**config.mk**
```make
export PLATFORM = sky130hd
export DESIGN_NAME = acs_scan_ctrl
export DESIGN_NICKNAME = d
export VERILOG_FILES = /design/src/common/acs_pkg.sv /design/src/design/acs_scan_ctrl.sv /design/src/design/acs_slot_map.sv /design/src/design/acs_slot_pick.sv
export VERILOG_INCLUDE_DIRS = /design/src /design/src/common
export SDC_FILE = /design/constraint.sdc
export NUM_CORES = 1
export LEC_CHECK = 0
export ABC_AREA = 1
export BUFFER_PORTS_ARGS = -buffer_cell sky130_fd_sc_hd__buf_2
export CAP_MARGIN = 40
export CORE_UTILIZATION = 45
export CTS_BUF_LIST = sky130_fd_sc_hd__clkbuf_4
export CTS_CLUSTER_DIAMETER = 120
export DETAILED_ROUTE_END_ITERATION = 12
export PLACE_DENSITY = 0.67
export REMOVE_ABC_BUFFERS = 1
export SYNTH_ARGS = -nofsm -noshare
export SYNTH_HDL_FRONTEND = slang
export SYNTH_SLANG_ARGS = --single-unit
```
**constraint.sdc**
```tcl
create_clock -name clk_sys -period 6.1 [get_ports clk_sys]
set_input_delay 1.525 -clock clk_sys [delete_from_list [all_inputs] [get_ports clk_sys]]
set_output_delay 1.525 -clock clk_sys [all_outputs]
set_load 0.03 [all_outputs]
```
**src/common/acs_cfg.svh**
```systemverilog
// Register map, reset values, field masks and scan constants of the
// channel-select and range-select block.
// Assumes inclusion from the package and from the design files only.
`ifndef ACS_CFG_SVH
`define ACS_CFG_SVH

// Register offsets on the plain register port
`define ACS_ADDR_PRIMARY 8'h50
`define ACS_ADDR_UPPER 8'h51
`define ACS_ADDR_RANGE 8'h52

// Reset values
`define ACS_RST_PRIMARY 16'h0000
`define ACS_RST_UPPER 16'h0000
`define ACS_RST_RANGE 16'hFFFF

// Writable bits of each select register; all others read as zero
`define ACS_MASK_PRIMARY 16'h7FFF
`define ACS_MASK_UPPER 16'h7000

// Field positions in the primary select register
`define ACS_BIT_SE0 14
`define ACS_BIT_SE1 13
`define ACS_BIT_PAIR_A 12
`define ACS_BIT_SE2 11
`define ACS_BIT_SE3 10
`define ACS_BIT_PAIR_B 9

// Scan slots: fifteen in the primary register, three in the upper one
`define ACS_SLOTS 18
`define ACS_SLOTS_PRIMARY 15
`define ACS_SLOT_PAIR_A 2
`define ACS_SLOT_PAIR_B 5
`define ACS_SLOT_SE4 6
`define ACS_FIRST_SE4_CH 4
`define ACS_FIRST_SE13_CH 13

`endif

```
**src/common/acs_pkg.sv**
```systemverilog
// Types shared by the channel-select and range-select block.
// Assumes the constants header sits beside it on the include path.
`include "acs_cfg.svh"

package acs_pkg;

    // One register port request
    typedef struct packed {
        logic [7:0] addr;
        logic [15:0] wdata;
        logic wr;
        logic rd;
    } acs_bus_req_s;

    // One conversion handed to the sequencer
    typedef struct packed {
        logic [3:0] channel;      // Input converted, also the data register index
        logic diff;               // Pair conversion with this channel positive
        logic twos;               // Result coded as two's complement
        logic range_double;       // Range of twice the reference
    } acs_conv_s;

    // Scan control states
    typedef enum logic [1:0] {
        ACS_IDLE,
        ACS_LOAD,
        ACS_ISSUE
    } acs_state_e;

endpackage

```
**src/design/acs_scan_ctrl.sv**
```systemverilog
// Channel-select, range-select registers and the scan walker of a
// multichannel monitoring converter.
// Assumes a register master and a conversion sequencer on clk_sys.
//
// Implementation choice: the plain strobed port.
`timescale 1ns/1ps
`default_nettype none

`include "acs_cfg.svh"

module acs_scan_ctrl
    import acs_pkg::*;
(
    // Clock, reset, enable
    input wire logic clk_sys,
    input wire logic arst_n,
    input wire logic clk_en,
    // Register port
    input wire logic [7:0] reg_addr,
    input wire logic [15:0] reg_wdata,
    input wire logic reg_wr,
    input wire logic reg_rd,
    output logic [15:0] reg_rdata,
    // Scan control from the sequencer
    input wire logic scan_start,
    output logic scan_busy,
    output logic scan_done,
    // Conversion handshake
    output logic conv_valid,
    input wire logic conv_ready,
    output acs_conv_s conv,
    // Per-channel range select to the front end, index is channel
    output logic [15:0] range_double_bit
);

    ////////////////////////////////////////////////////////////////////////
    // Declarations
    acs_bus_req_s req;                         // Bundled register request
    logic [15:0] scan_select_primary_reg;      // Primary select
    logic [15:0] scan_select_primary_next;
    logic [15:0] scan_select_upper_reg;        // Upper select
    logic [15:0] scan_select_upper_next;
    logic [15:0] input_range_select_reg;       // Range bits, input 0 at top
    logic [15:0] input_range_select_next;
    logic [15:0] rdata_reg;                    // Read data, one cycle late
    logic [15:0] rdata_next;
    acs_state_e state_reg;                     // Scan state
    acs_state_e state_next;
    logic [`ACS_SLOTS-1:0] pending_reg;        // Slots still to visit
    logic [`ACS_SLOTS-1:0] pending_next;
    acs_conv_s conv_reg;                       // Conversion on offer
    acs_conv_s conv_next;
    logic done_reg;                            // End of scan pulse
    logic done_next;
    logic [`ACS_SLOTS-1:0] slot_en;            // Live slot enables
    logic pick_found;                          // A slot is pending
    logic [4:0] pick_idx;                      // First pending slot
    acs_conv_s pick_conv;                      // Its conversion

    ////////////////////////////////////////////////////////////////////////
    // Slot number to channel number
    function automatic logic [3:0] slot_channel(input logic [4:0] slot);
        logic [3:0] ch;
        ch = 4'h0;
        if (slot == 5'd0 || slot == 5'd2) begin
            ch = 4'h0;
        end else if (slot == 5'd1) begin
            ch = 4'h1;
        end else if (slot == 5'd3 || slot == 5'd5) begin
            ch = 4'h2;
        end else if (slot == 5'd4) begin
            ch = 4'h3;
        end else if (slot < 5'(`ACS_SLOTS_PRIMARY)) begin
            // Bits 8..0 are inputs 4..12
            ch = 4'(slot - 5'(`ACS_SLOT_SE4) + 5'(`ACS_FIRST_SE4_CH));
        end else begin
            // Upper bits are inputs 13..15
            ch = 4'(slot - 5'(`ACS_SLOTS_PRIMARY) + 5'(`ACS_FIRST_SE13_CH));
        end
        return ch;
    endfunction

    // Slot number to pair flag
    function automatic logic slot_is_pair(input logic [4:0] slot);
        return (slot == 5'(`ACS_SLOT_PAIR_A)) || (slot == 5'(`ACS_SLOT_PAIR_B));
    endfunction

    ////////////////////////////////////////////////////////////////////////
    // Submodules
    acs_slot_map u_map (
        .primary(scan_select_primary_reg),
        .upper(scan_select_upper_reg),
        .slot_en(slot_en)
    );

    acs_slot_pick u_pick (
        .pending(pending_reg),
        .found(pick_found),
        .idx(pick_idx)
    );

    ////////////////////////////////////////////////////////////////////////
    // Range bits reordered by channel for the front end
    genvar gc;
    generate
        for (gc = 0; gc < 16; gc++) begin : g_rng
            assign range_double_bit[gc] = input_range_select_reg[15-gc];
        end
    endgenerate

    // Conversion for the first pending slot
    always_comb begin
        pick_conv.channel = slot_channel(pick_idx);
        // Pair results in two's complement, single-ended in binary
        pick_conv.diff = slot_is_pair(pick_idx);
        pick_conv.twos = slot_is_pair(pick_idx);
        // A pair takes the range bit of its positive input
        pick_conv.range_double = range_double_bit[pick_conv.channel];
    end

    ////////////////////////////////////////////////////////////////////////
    // Register file next values
    always_comb begin
        req = '{addr: reg_addr, wdata: reg_wdata, wr: reg_wr, rd: reg_rd};
        scan_select_primary_next = scan_select_primary_reg;
        scan_select_upper_next = scan_select_upper_reg;
        input_range_select_next = input_range_select_reg;
        rdata_next = 16'h0000;
        if (req.wr) begin
            unique case (req.addr)
                // Top bit never takes a write
                `ACS_ADDR_PRIMARY: begin
                    scan_select_primary_next = req.wdata & `ACS_MASK_PRIMARY;
                end
                // Only bits 14..12 are kept
                `ACS_ADDR_UPPER: begin
                    scan_select_upper_next = req.wdata & `ACS_MASK_UPPER;
                end
                // Every range bit is read/write
                `ACS_ADDR_RANGE: begin
                    input_range_select_next = req.wdata;
                end
                // Unmapped writes are dropped
                default: begin
                end
            endcase
        end
        if (req.rd) begin
            unique case (req.addr)
                `ACS_ADDR_PRIMARY: rdata_next = scan_select_primary_reg;
                `ACS_ADDR_UPPER: rdata_next = scan_select_upper_reg;
                `ACS_ADDR_RANGE: rdata_next = input_range_select_reg;
                // Unmapped reads return zero
                default: rdata_next = 16'h0000;
            endcase
        end
    end

    // Register file flops
    always_ff @(posedge clk_sys or negedge arst_n) begin
        if (!arst_n) begin
            scan_select_primary_reg <= `ACS_RST_PRIMARY;
            scan_select_upper_reg <= `ACS_RST_UPPER;
            input_range_select_reg <= `ACS_RST_RANGE;
            rdata_reg <= 16'h0000;
        end else if (clk_en) begin
            scan_select_primary_reg <= scan_select_primary_next;
            scan_select_upper_reg <= scan_select_upper_next;
            input_range_select_reg <= input_range_select_next;
            rdata_reg <= rdata_next;
        end
    end

    assign reg_rdata = rdata_reg;

    ////////////////////////////////////////////////////////////////////////
    // Scan walker next values
    always_comb begin
        state_next = state_reg;
        pending_next = pending_reg;
        conv_next = conv_reg;
        done_next = 1'b0;
        unique case (state_reg)
            // Take a snapshot of the enabled slots
            ACS_IDLE: begin
                if (scan_start) begin
                    pending_next = slot_en;
                    state_next = ACS_LOAD;
                end
            end
            // Offer the first pending slot, or end the scan
            ACS_LOAD: begin
                if (pick_found) begin
                    conv_next = pick_conv;
                    pending_next[pick_idx] = 1'b0;
                    state_next = ACS_ISSUE;
                end else begin
                    done_next = 1'b1;
                    state_next = ACS_IDLE;
                end
            end
            // Hold the offer until the sequencer takes it
            ACS_ISSUE: begin
                if (conv_ready) begin
                    state_next = ACS_LOAD;
                end
            end
        endcase
    end

    // Scan walker flops
    always_ff @(posedge clk_sys or negedge arst_n) begin
        if (!arst_n) begin
            state_reg <= ACS_IDLE;
            pending_reg <= '0;
            conv_reg <= '0;
            done_reg <= 1'b0;
        end else if (clk_en) begin
            state_reg <= state_next;
            pending_reg <= pending_next;
            conv_reg <= conv_next;
            done_reg <= done_next;
        end
    end

    // Outputs
    assign conv = conv_reg;
    assign conv_valid = (state_reg == ACS_ISSUE);
    assign scan_busy = (state_reg != ACS_IDLE);
    assign scan_done = done_reg;

    // Helper: last slot offered in the current scan
    logic [4:0] last_idx_reg;
    logic first_reg;
    always_ff @(posedge clk_sys or negedge arst_n) begin
        if (!arst_n) begin
            last_idx_reg <= 5'h00;
            first_reg <= 1'b1;
        end else if (clk_en) begin
            if (state_reg == ACS_IDLE) begin
                first_reg <= 1'b1;
            end else if (state_reg == ACS_LOAD && pick_found) begin
                last_idx_reg <= pick_idx;
                first_reg <= 1'b0;
            end
        end
    end
endmodule
`default_nettype wire

```
**src/design/acs_slot_map.sv**
```systemverilog
// Turns the two select registers into the enable vector of the scan
// slots, in visit order, with pair conflicts resolved.
// Assumes register contents from the same clock domain.
`timescale 1ns/1ps
`default_nettype none

`include "acs_cfg.svh"

module acs_slot_map
    import acs_pkg::*;
(
    // Select registers
    input wire logic [15:0] primary,
    input wire logic [15:0] upper,
    // Slot enables, slot 0 visited first
    output logic [`ACS_SLOTS-1:0] slot_en
);

    ////////////////////////////////////////////////////////////////////////
    // Primary register bits 14 down to 0 give slots 0 to 14
    genvar gi;
    generate
        for (gi = 0; gi < `ACS_SLOTS_PRIMARY; gi++) begin : g_prim
            if (gi == `ACS_SLOT_PAIR_A) begin : g_pa
                // Pair used only with both single-ended bits clear
                assign slot_en[gi] = primary[`ACS_BIT_PAIR_A]
                    & ~primary[`ACS_BIT_SE0] & ~primary[`ACS_BIT_SE1];
            end else if (gi == `ACS_SLOT_PAIR_B) begin : g_pb
                // Pair used only with both single-ended bits clear
                assign slot_en[gi] = primary[`ACS_BIT_PAIR_B]
                    & ~primary[`ACS_BIT_SE2] & ~primary[`ACS_BIT_SE3];
            end else begin : g_se
                // Independent single-ended enables
                assign slot_en[gi] = primary[14-gi];
            end
        end
        // Upper register bits 14 down to 12 give slots 15 to 17
        for (gi = `ACS_SLOTS_PRIMARY; gi < `ACS_SLOTS; gi++) begin : g_up
            assign slot_en[gi] = upper[14-(gi-`ACS_SLOTS_PRIMARY)];
        end
    endgenerate

endmodule
`default_nettype wire

```
**src/design/acs_slot_pick.sv**
```systemverilog
// Finds the first pending scan slot in visit order.
// Assumes a pending vector from the same clock domain.
`timescale 1ns/1ps
`default_nettype none

`include "acs_cfg.svh"

module acs_slot_pick
    import acs_pkg::*;
(
    // Slots still to visit
    input wire logic [`ACS_SLOTS-1:0] pending,
    // Result
    output logic found,
    output logic [4:0] idx
);

    ////////////////////////////////////////////////////////////////////////
    // Lowest slot number wins, so the scan walks in fixed order
    always_comb begin
        found = 1'b0;
        idx = 5'h00;
        for (int i = `ACS_SLOTS - 1; i >= 0; i--) begin
            if (pending[i]) begin
                found = 1'b1;
                idx = 5'(i);
            end
        end
    end

endmodule
`default_nettype wire

```
After elaboration in Yosys (flattened, before gate mapping)
Cells that the tools add are included.

operators by class
  add/sub/neg operators = 4
  $mul = 0
  divide/modulo/power cells = 0
  order comparisons = 4
  equal/unequal tests = 13
  shift-type cells = 0
  muxes and demuxes = 56
  bitwise logic cells = 10
  reductions and logical operators = 14

operators with widths
  cell                                                                                 number
  5-bit two-way mux                                                                    18
  16-bit case mux with 3 select lines                                                  1
  18-bit two-way mux                                                                   2
  18-bit case mux with 2 select lines                                                  1
  8-bit by 7-bit == test with 1-bit output, second input constant                      3
  1-bit two-way mux                                                                    22
  4-bit two-way mux                                                                    5
  18-bit bitwise AND                                                                   1
  18-bit NOT                                                                           1
  16-bit two-way mux                                                                   1
  3-bit AND reduction                                                                  5
  5-bit by 2-bit == test with 1-bit output, second input constant                      2
  5-bit by 3-bit == test with 1-bit output, second input constant                      2
  5-bit by 6-bit < comparator with 1-bit output, second input constant                 1
  2-bit two-way mux                                                                    3
  2-bit case mux with 3 select lines                                                   1
  1-bit demux with 5-bit select                                                        1
  5-bit by 1-bit == test with 1-bit output, second input constant                      1
  5-bit by 1-bit greater-or-equal comparator with 1-bit output, second input constant  1
  5-bit logical NOT                                                                    1
  4-bit by 5-bit < comparator with 1-bit output, second input constant                 1
  5-bit by 4-bit < comparator with 1-bit output, second input constant                 1
  4-bit by 3-bit adder with 4-bit output, second input constant                        1
  4-bit adder, second input constant                                                   1
  14 further kinds                                                                     24

storage, ports and cells
  flip-flop bits (word level) = 77
  bits in latches = 0
  RAM bits = 0
  ROM bits = 0
  output and inout port bits = 42
  word-level logic and storage cells = 111
  memories = 0

Logic depth before layout (Yosys ltp)
  depth in word-level cells = 27
  depth in mapped cells = 28
  depth with buffers taken out = 28

By module
Synthesis repeated with hierarchy kept, for this count alone.

unflattened totals
  cells, all modules = 534
  area total of the unflattened synthesis = 4221.5 µm²

by module, submodules not included
  module         instances  cells each  area each (µm²)
  acs_scan_ctrl  1          456         3833.7
  acs_slot_pick  1          56          240.2
  acs_slot_map   1          22          147.6

Worst setup path before layout
No wires, ideal clock.

  path kind = input -> register
  start = input clk_en
  end = register pending_reg[8]
  setup time = 0.126 ns
  data arrival time = 2.885 ns
  required time = 5.974 ns
  path slack = 3.089 ns
  stages = 8
  path buffers = 1
  cell sequence = clkbuf_1 -> o21ai_0 -> nor3_2 -> inv_1 -> nor3_1 -> nand2_1 -> nand3_1 -> o21ai_0

on the way
  word-level cells in the longest chain between the ends = 1

RTL lines
  element                        RTL line              text
  from (decl)                    acs_scan_ctrl.sv:17   input wire logic clk_en,
  4-bit AND reduction (no line)  n/a
  to (signal assigned)           acs_scan_ctrl.sv:220  pending_reg <= pending_next;
  to (decl)                      acs_scan_ctrl.sv:49   logic [`ACS_SLOTS-1:0] pending_reg;

No other way between the ends.
A chain may end at the register's enable or synchronous reset.

Final worst setup path
  start = input clk_en
  end = register conv_reg (netlist bit conv[6])

on the way
  word-level cells in the longest chain between the ends = 1

RTL lines
  element                        RTL line              text
  3-bit AND reduction (no line)  n/a
  to (signal assigned)           acs_scan_ctrl.sv:221  conv_reg <= conv_next;
  to (decl)                      acs_scan_ctrl.sv:51   acs_conv_s conv_reg;

No other way between the ends.

==> metrics.cfg <==
[run_status]
status=complete, no violations

[clock_network]
postCtsHoldBufs=0
numCtsBuffers=9
cts_root_buffer=clkbuf_4
post_cts_resize_count=0
htree_levels=3
clk_pin_slew_ps=130
post_cts_buffers=0
cts_tree=built
clock_sinks=77
clock_path_buffers=2
clk_latency_ps=420

[routing]
wl_per_cell_um=14.8
drt_iter0_drc=186
via_per_inst=5.29
via_count=3594
drt-total-wl_um=10000
route.detailed.drc=0
drt_first_pass_iters=4
ant_nets=0

[final_layout]
drive_above_1_share_pct=24.4
layout_commonest_cell=nand2_1
multi_input_area_um2=1620
final_cell_mix=121 x nand2_1, 82 x inv_1, 71 x buf_2, 61 x dfrtp_1, 54 x o21ai_0
nets=601
largest_register_ffs=18
fillCellCount=816
area_growth_pct=17.5
antennaDiodeCount=0
regArea_um2=1950
fin_util_pct=55.9

[place]
gp_congestion=0.898
dp_hpwl_um=7590
port_buffers=72
post-place-ws_ps=2290

[floorplan]
core_area_um2=8380
initial_core_util_pct=47.5
io_pins=73
rows=33
die_w_um=96.1
die_y_um=96.1
die-area_um2=9240

[sta]
hold_viol_final=0
setup_viol=0
skew_ps=11.7
finalCritPeriodShare_pct=54.7
maxSlewViolCount=0
relSlewSlack_pct=47.9
rsz0062_at_grt=false
worst_pin_slew_ps=779
period_minus_slack_ps=3340
finalWorstSetupSlack_ps=2760
fmax_mhz=300
fin_tns_setup_ps=0

[worst_setup_path]
critPathTopFamily=buffers and inverters
crit_top_cell=clkinv_1
worstPathCellList=buf_2, clkinv_1, nor3_1, clkinv_1, o21ai_0
endpoint_kind=flop
required_ps=6440
crit_slowest_cell=clkinv_1
cp_max_fo=19
path_buf_inv=3
cp-start-kind=input pin
max_stage_delay_ps=610
arrival_ps=3680
path_class=in2reg

[pwr]
p_per_area_nw_per_um2=465
ir_worst_vdd_v=0.000221
p_leak_nw=2.35

[yosys]
synth_seq_area_share_pct=48.9
yosysWarningCount=0
ys_seq_elements=77
ys_types=42
syn_inst=498
syn_avg_cell_area_um2=8.00
synth_area_um2=3990

[global_route]
antenna_found_initial=0
track_usage_pct=24.0
grt_overflow_total=0
first_global_vias=3417
grt_max_degree=46
grt_pass1_wl_um=16700

[flow_run]
drv_cap=0

[min_path]
hold_class=reg2reg

## synth_stat cells
cell      count  share of area (%)
nor2_2        3               0.47
nand2_2       4               0.63
o21ai_2       2               0.44
nor3_1        6               0.75
dfrtp_1      61                 38
nand2_1     121                 11
nand3b_1      1               0.19
o21ai_4       1               0.41
nor3_4        1               0.41
ha_1          1               0.31
o21ai_1       2               0.25
nor3_2        1               0.25
nand4_1       7                1.1
clkinv_1      3               0.28
nor2_1       10               0.94
nor4_2        1               0.31
o21ai_0      54                6.8
o22ai_1      16                2.5
nand2_4       3               0.85
o311ai_0      2               0.44
a21oi_1       4               0.50
o21a_1        1               0.19
nand3_4       1               0.44
clkbuf_1     11                1.0
nand3_2       1               0.25
buf_4         1               0.19
dfstp_2      16                 11
inv_2         9               0.85
o41ai_1       1               0.22
xor2_1        1               0.22
nand4_4       1               0.53
buf_1         1              0.094
a221oi_1      1               0.22
buf_2         3               0.38
nand3_1      48                6.0
nor4_4        1               0.53
nor4_1        3               0.47
inv_1        82                7.7
nand4_2       1               0.31
nor2_4        2               0.57
and3_1        1               0.16
o211ai_1      8                1.5
## per-layer routing
metal	up-vias	part of all wire (%)	GRT usage, %	routed length, µm
li1	1762	-	-	-
met1	1725	46	34.0	4650
met2	94	47	37.8	4720
met3	13	5.0	3.16	504
met4	0	1.7	8.33	166
met5	-	0	0	0
## area by class of cell
cell class                 instances  area share [%]
clock buffer                      10            1.60
multi-input combinational        311            34.5
clock inverter                     6            2.38
sequential                        77            41.6
inverter                          94            7.53
timing repair buffer              76            9.56
tap                              105            2.81
## stage by stage
step | std cells | hold slack, ps | cell area (µm²) | total power [mW]
2_1_floorplan | 482 | 453 | 3920 | 1.48
3_3_place_gp | 659 | 459 | 4410 | 1.74
3_5_place_dp | 662 | 468 | 4480 | 1.77
4_1_cts | 678 | 496 | 4670 | 2.17
5_1_grt | 679 | 518 | 4680 | 2.36
6_report | 679 | 490 | 4680 | 2.18
## worst min-delay path: stages, from the launching register on
cell and delay, ps:
dfrtp_1 360, nand2_1 50, nand2_1 50
## final timing paths
path / cells past startpoint / to / from / slack, ps
setup / recovery: 5 / conv[6]$_DFFE_PN0P_ / clk_en / 2760
hold / removal: 2 / conv[0]$_DFFE_PN0P_ / conv[0]$_DFFE_PN0P_ / 490
max in group asynchronous: 2 / input_range_select_reg[13]$_DFFE_PN1P_ / arst_n / 4440
setup reg to reg: 16 / conv[0]$_DFFE_PN0P_ / pending_reg[7]$_DFFE_PN0P_ / 3580
min in group asynchronous: 1 / scan_select_primary_reg[4]$_DFFE_PN0P_ / arst_n / 1030
hold reg to reg: 2 / conv[0]$_DFFE_PN0P_ / conv[0]$_DFFE_PN0P_ / 490
## report_power, final
part | internal [mW] | switching, mW | total (mW)
sequential | 0.563 | 0.0397 | 0.603
clock | 0.212 | 0.186 | 0.398
combinational | 0.364 | 0.814 | 1.18
total | 1.14 | 1.04 | 2.18
## logic make-up (layout without fill, tap and decap cells)
| logic type | Yosys count | after routing | synth area share, % |
|---|---|---|---|
| simple gates | 217 | 217 | 26.6 |
| buf+inv | 110 | 186 | 10.5 |
| compound gates | 92 | 92 | 13.5 |
| flops | 77 | 77 | 48.9 |
| fa+ha+maj | 1 | 1 | 0.314 |
| xor+xnor | 1 | 1 | 0.220 |
Note: power is estimated with default switching activity, not from simulation.
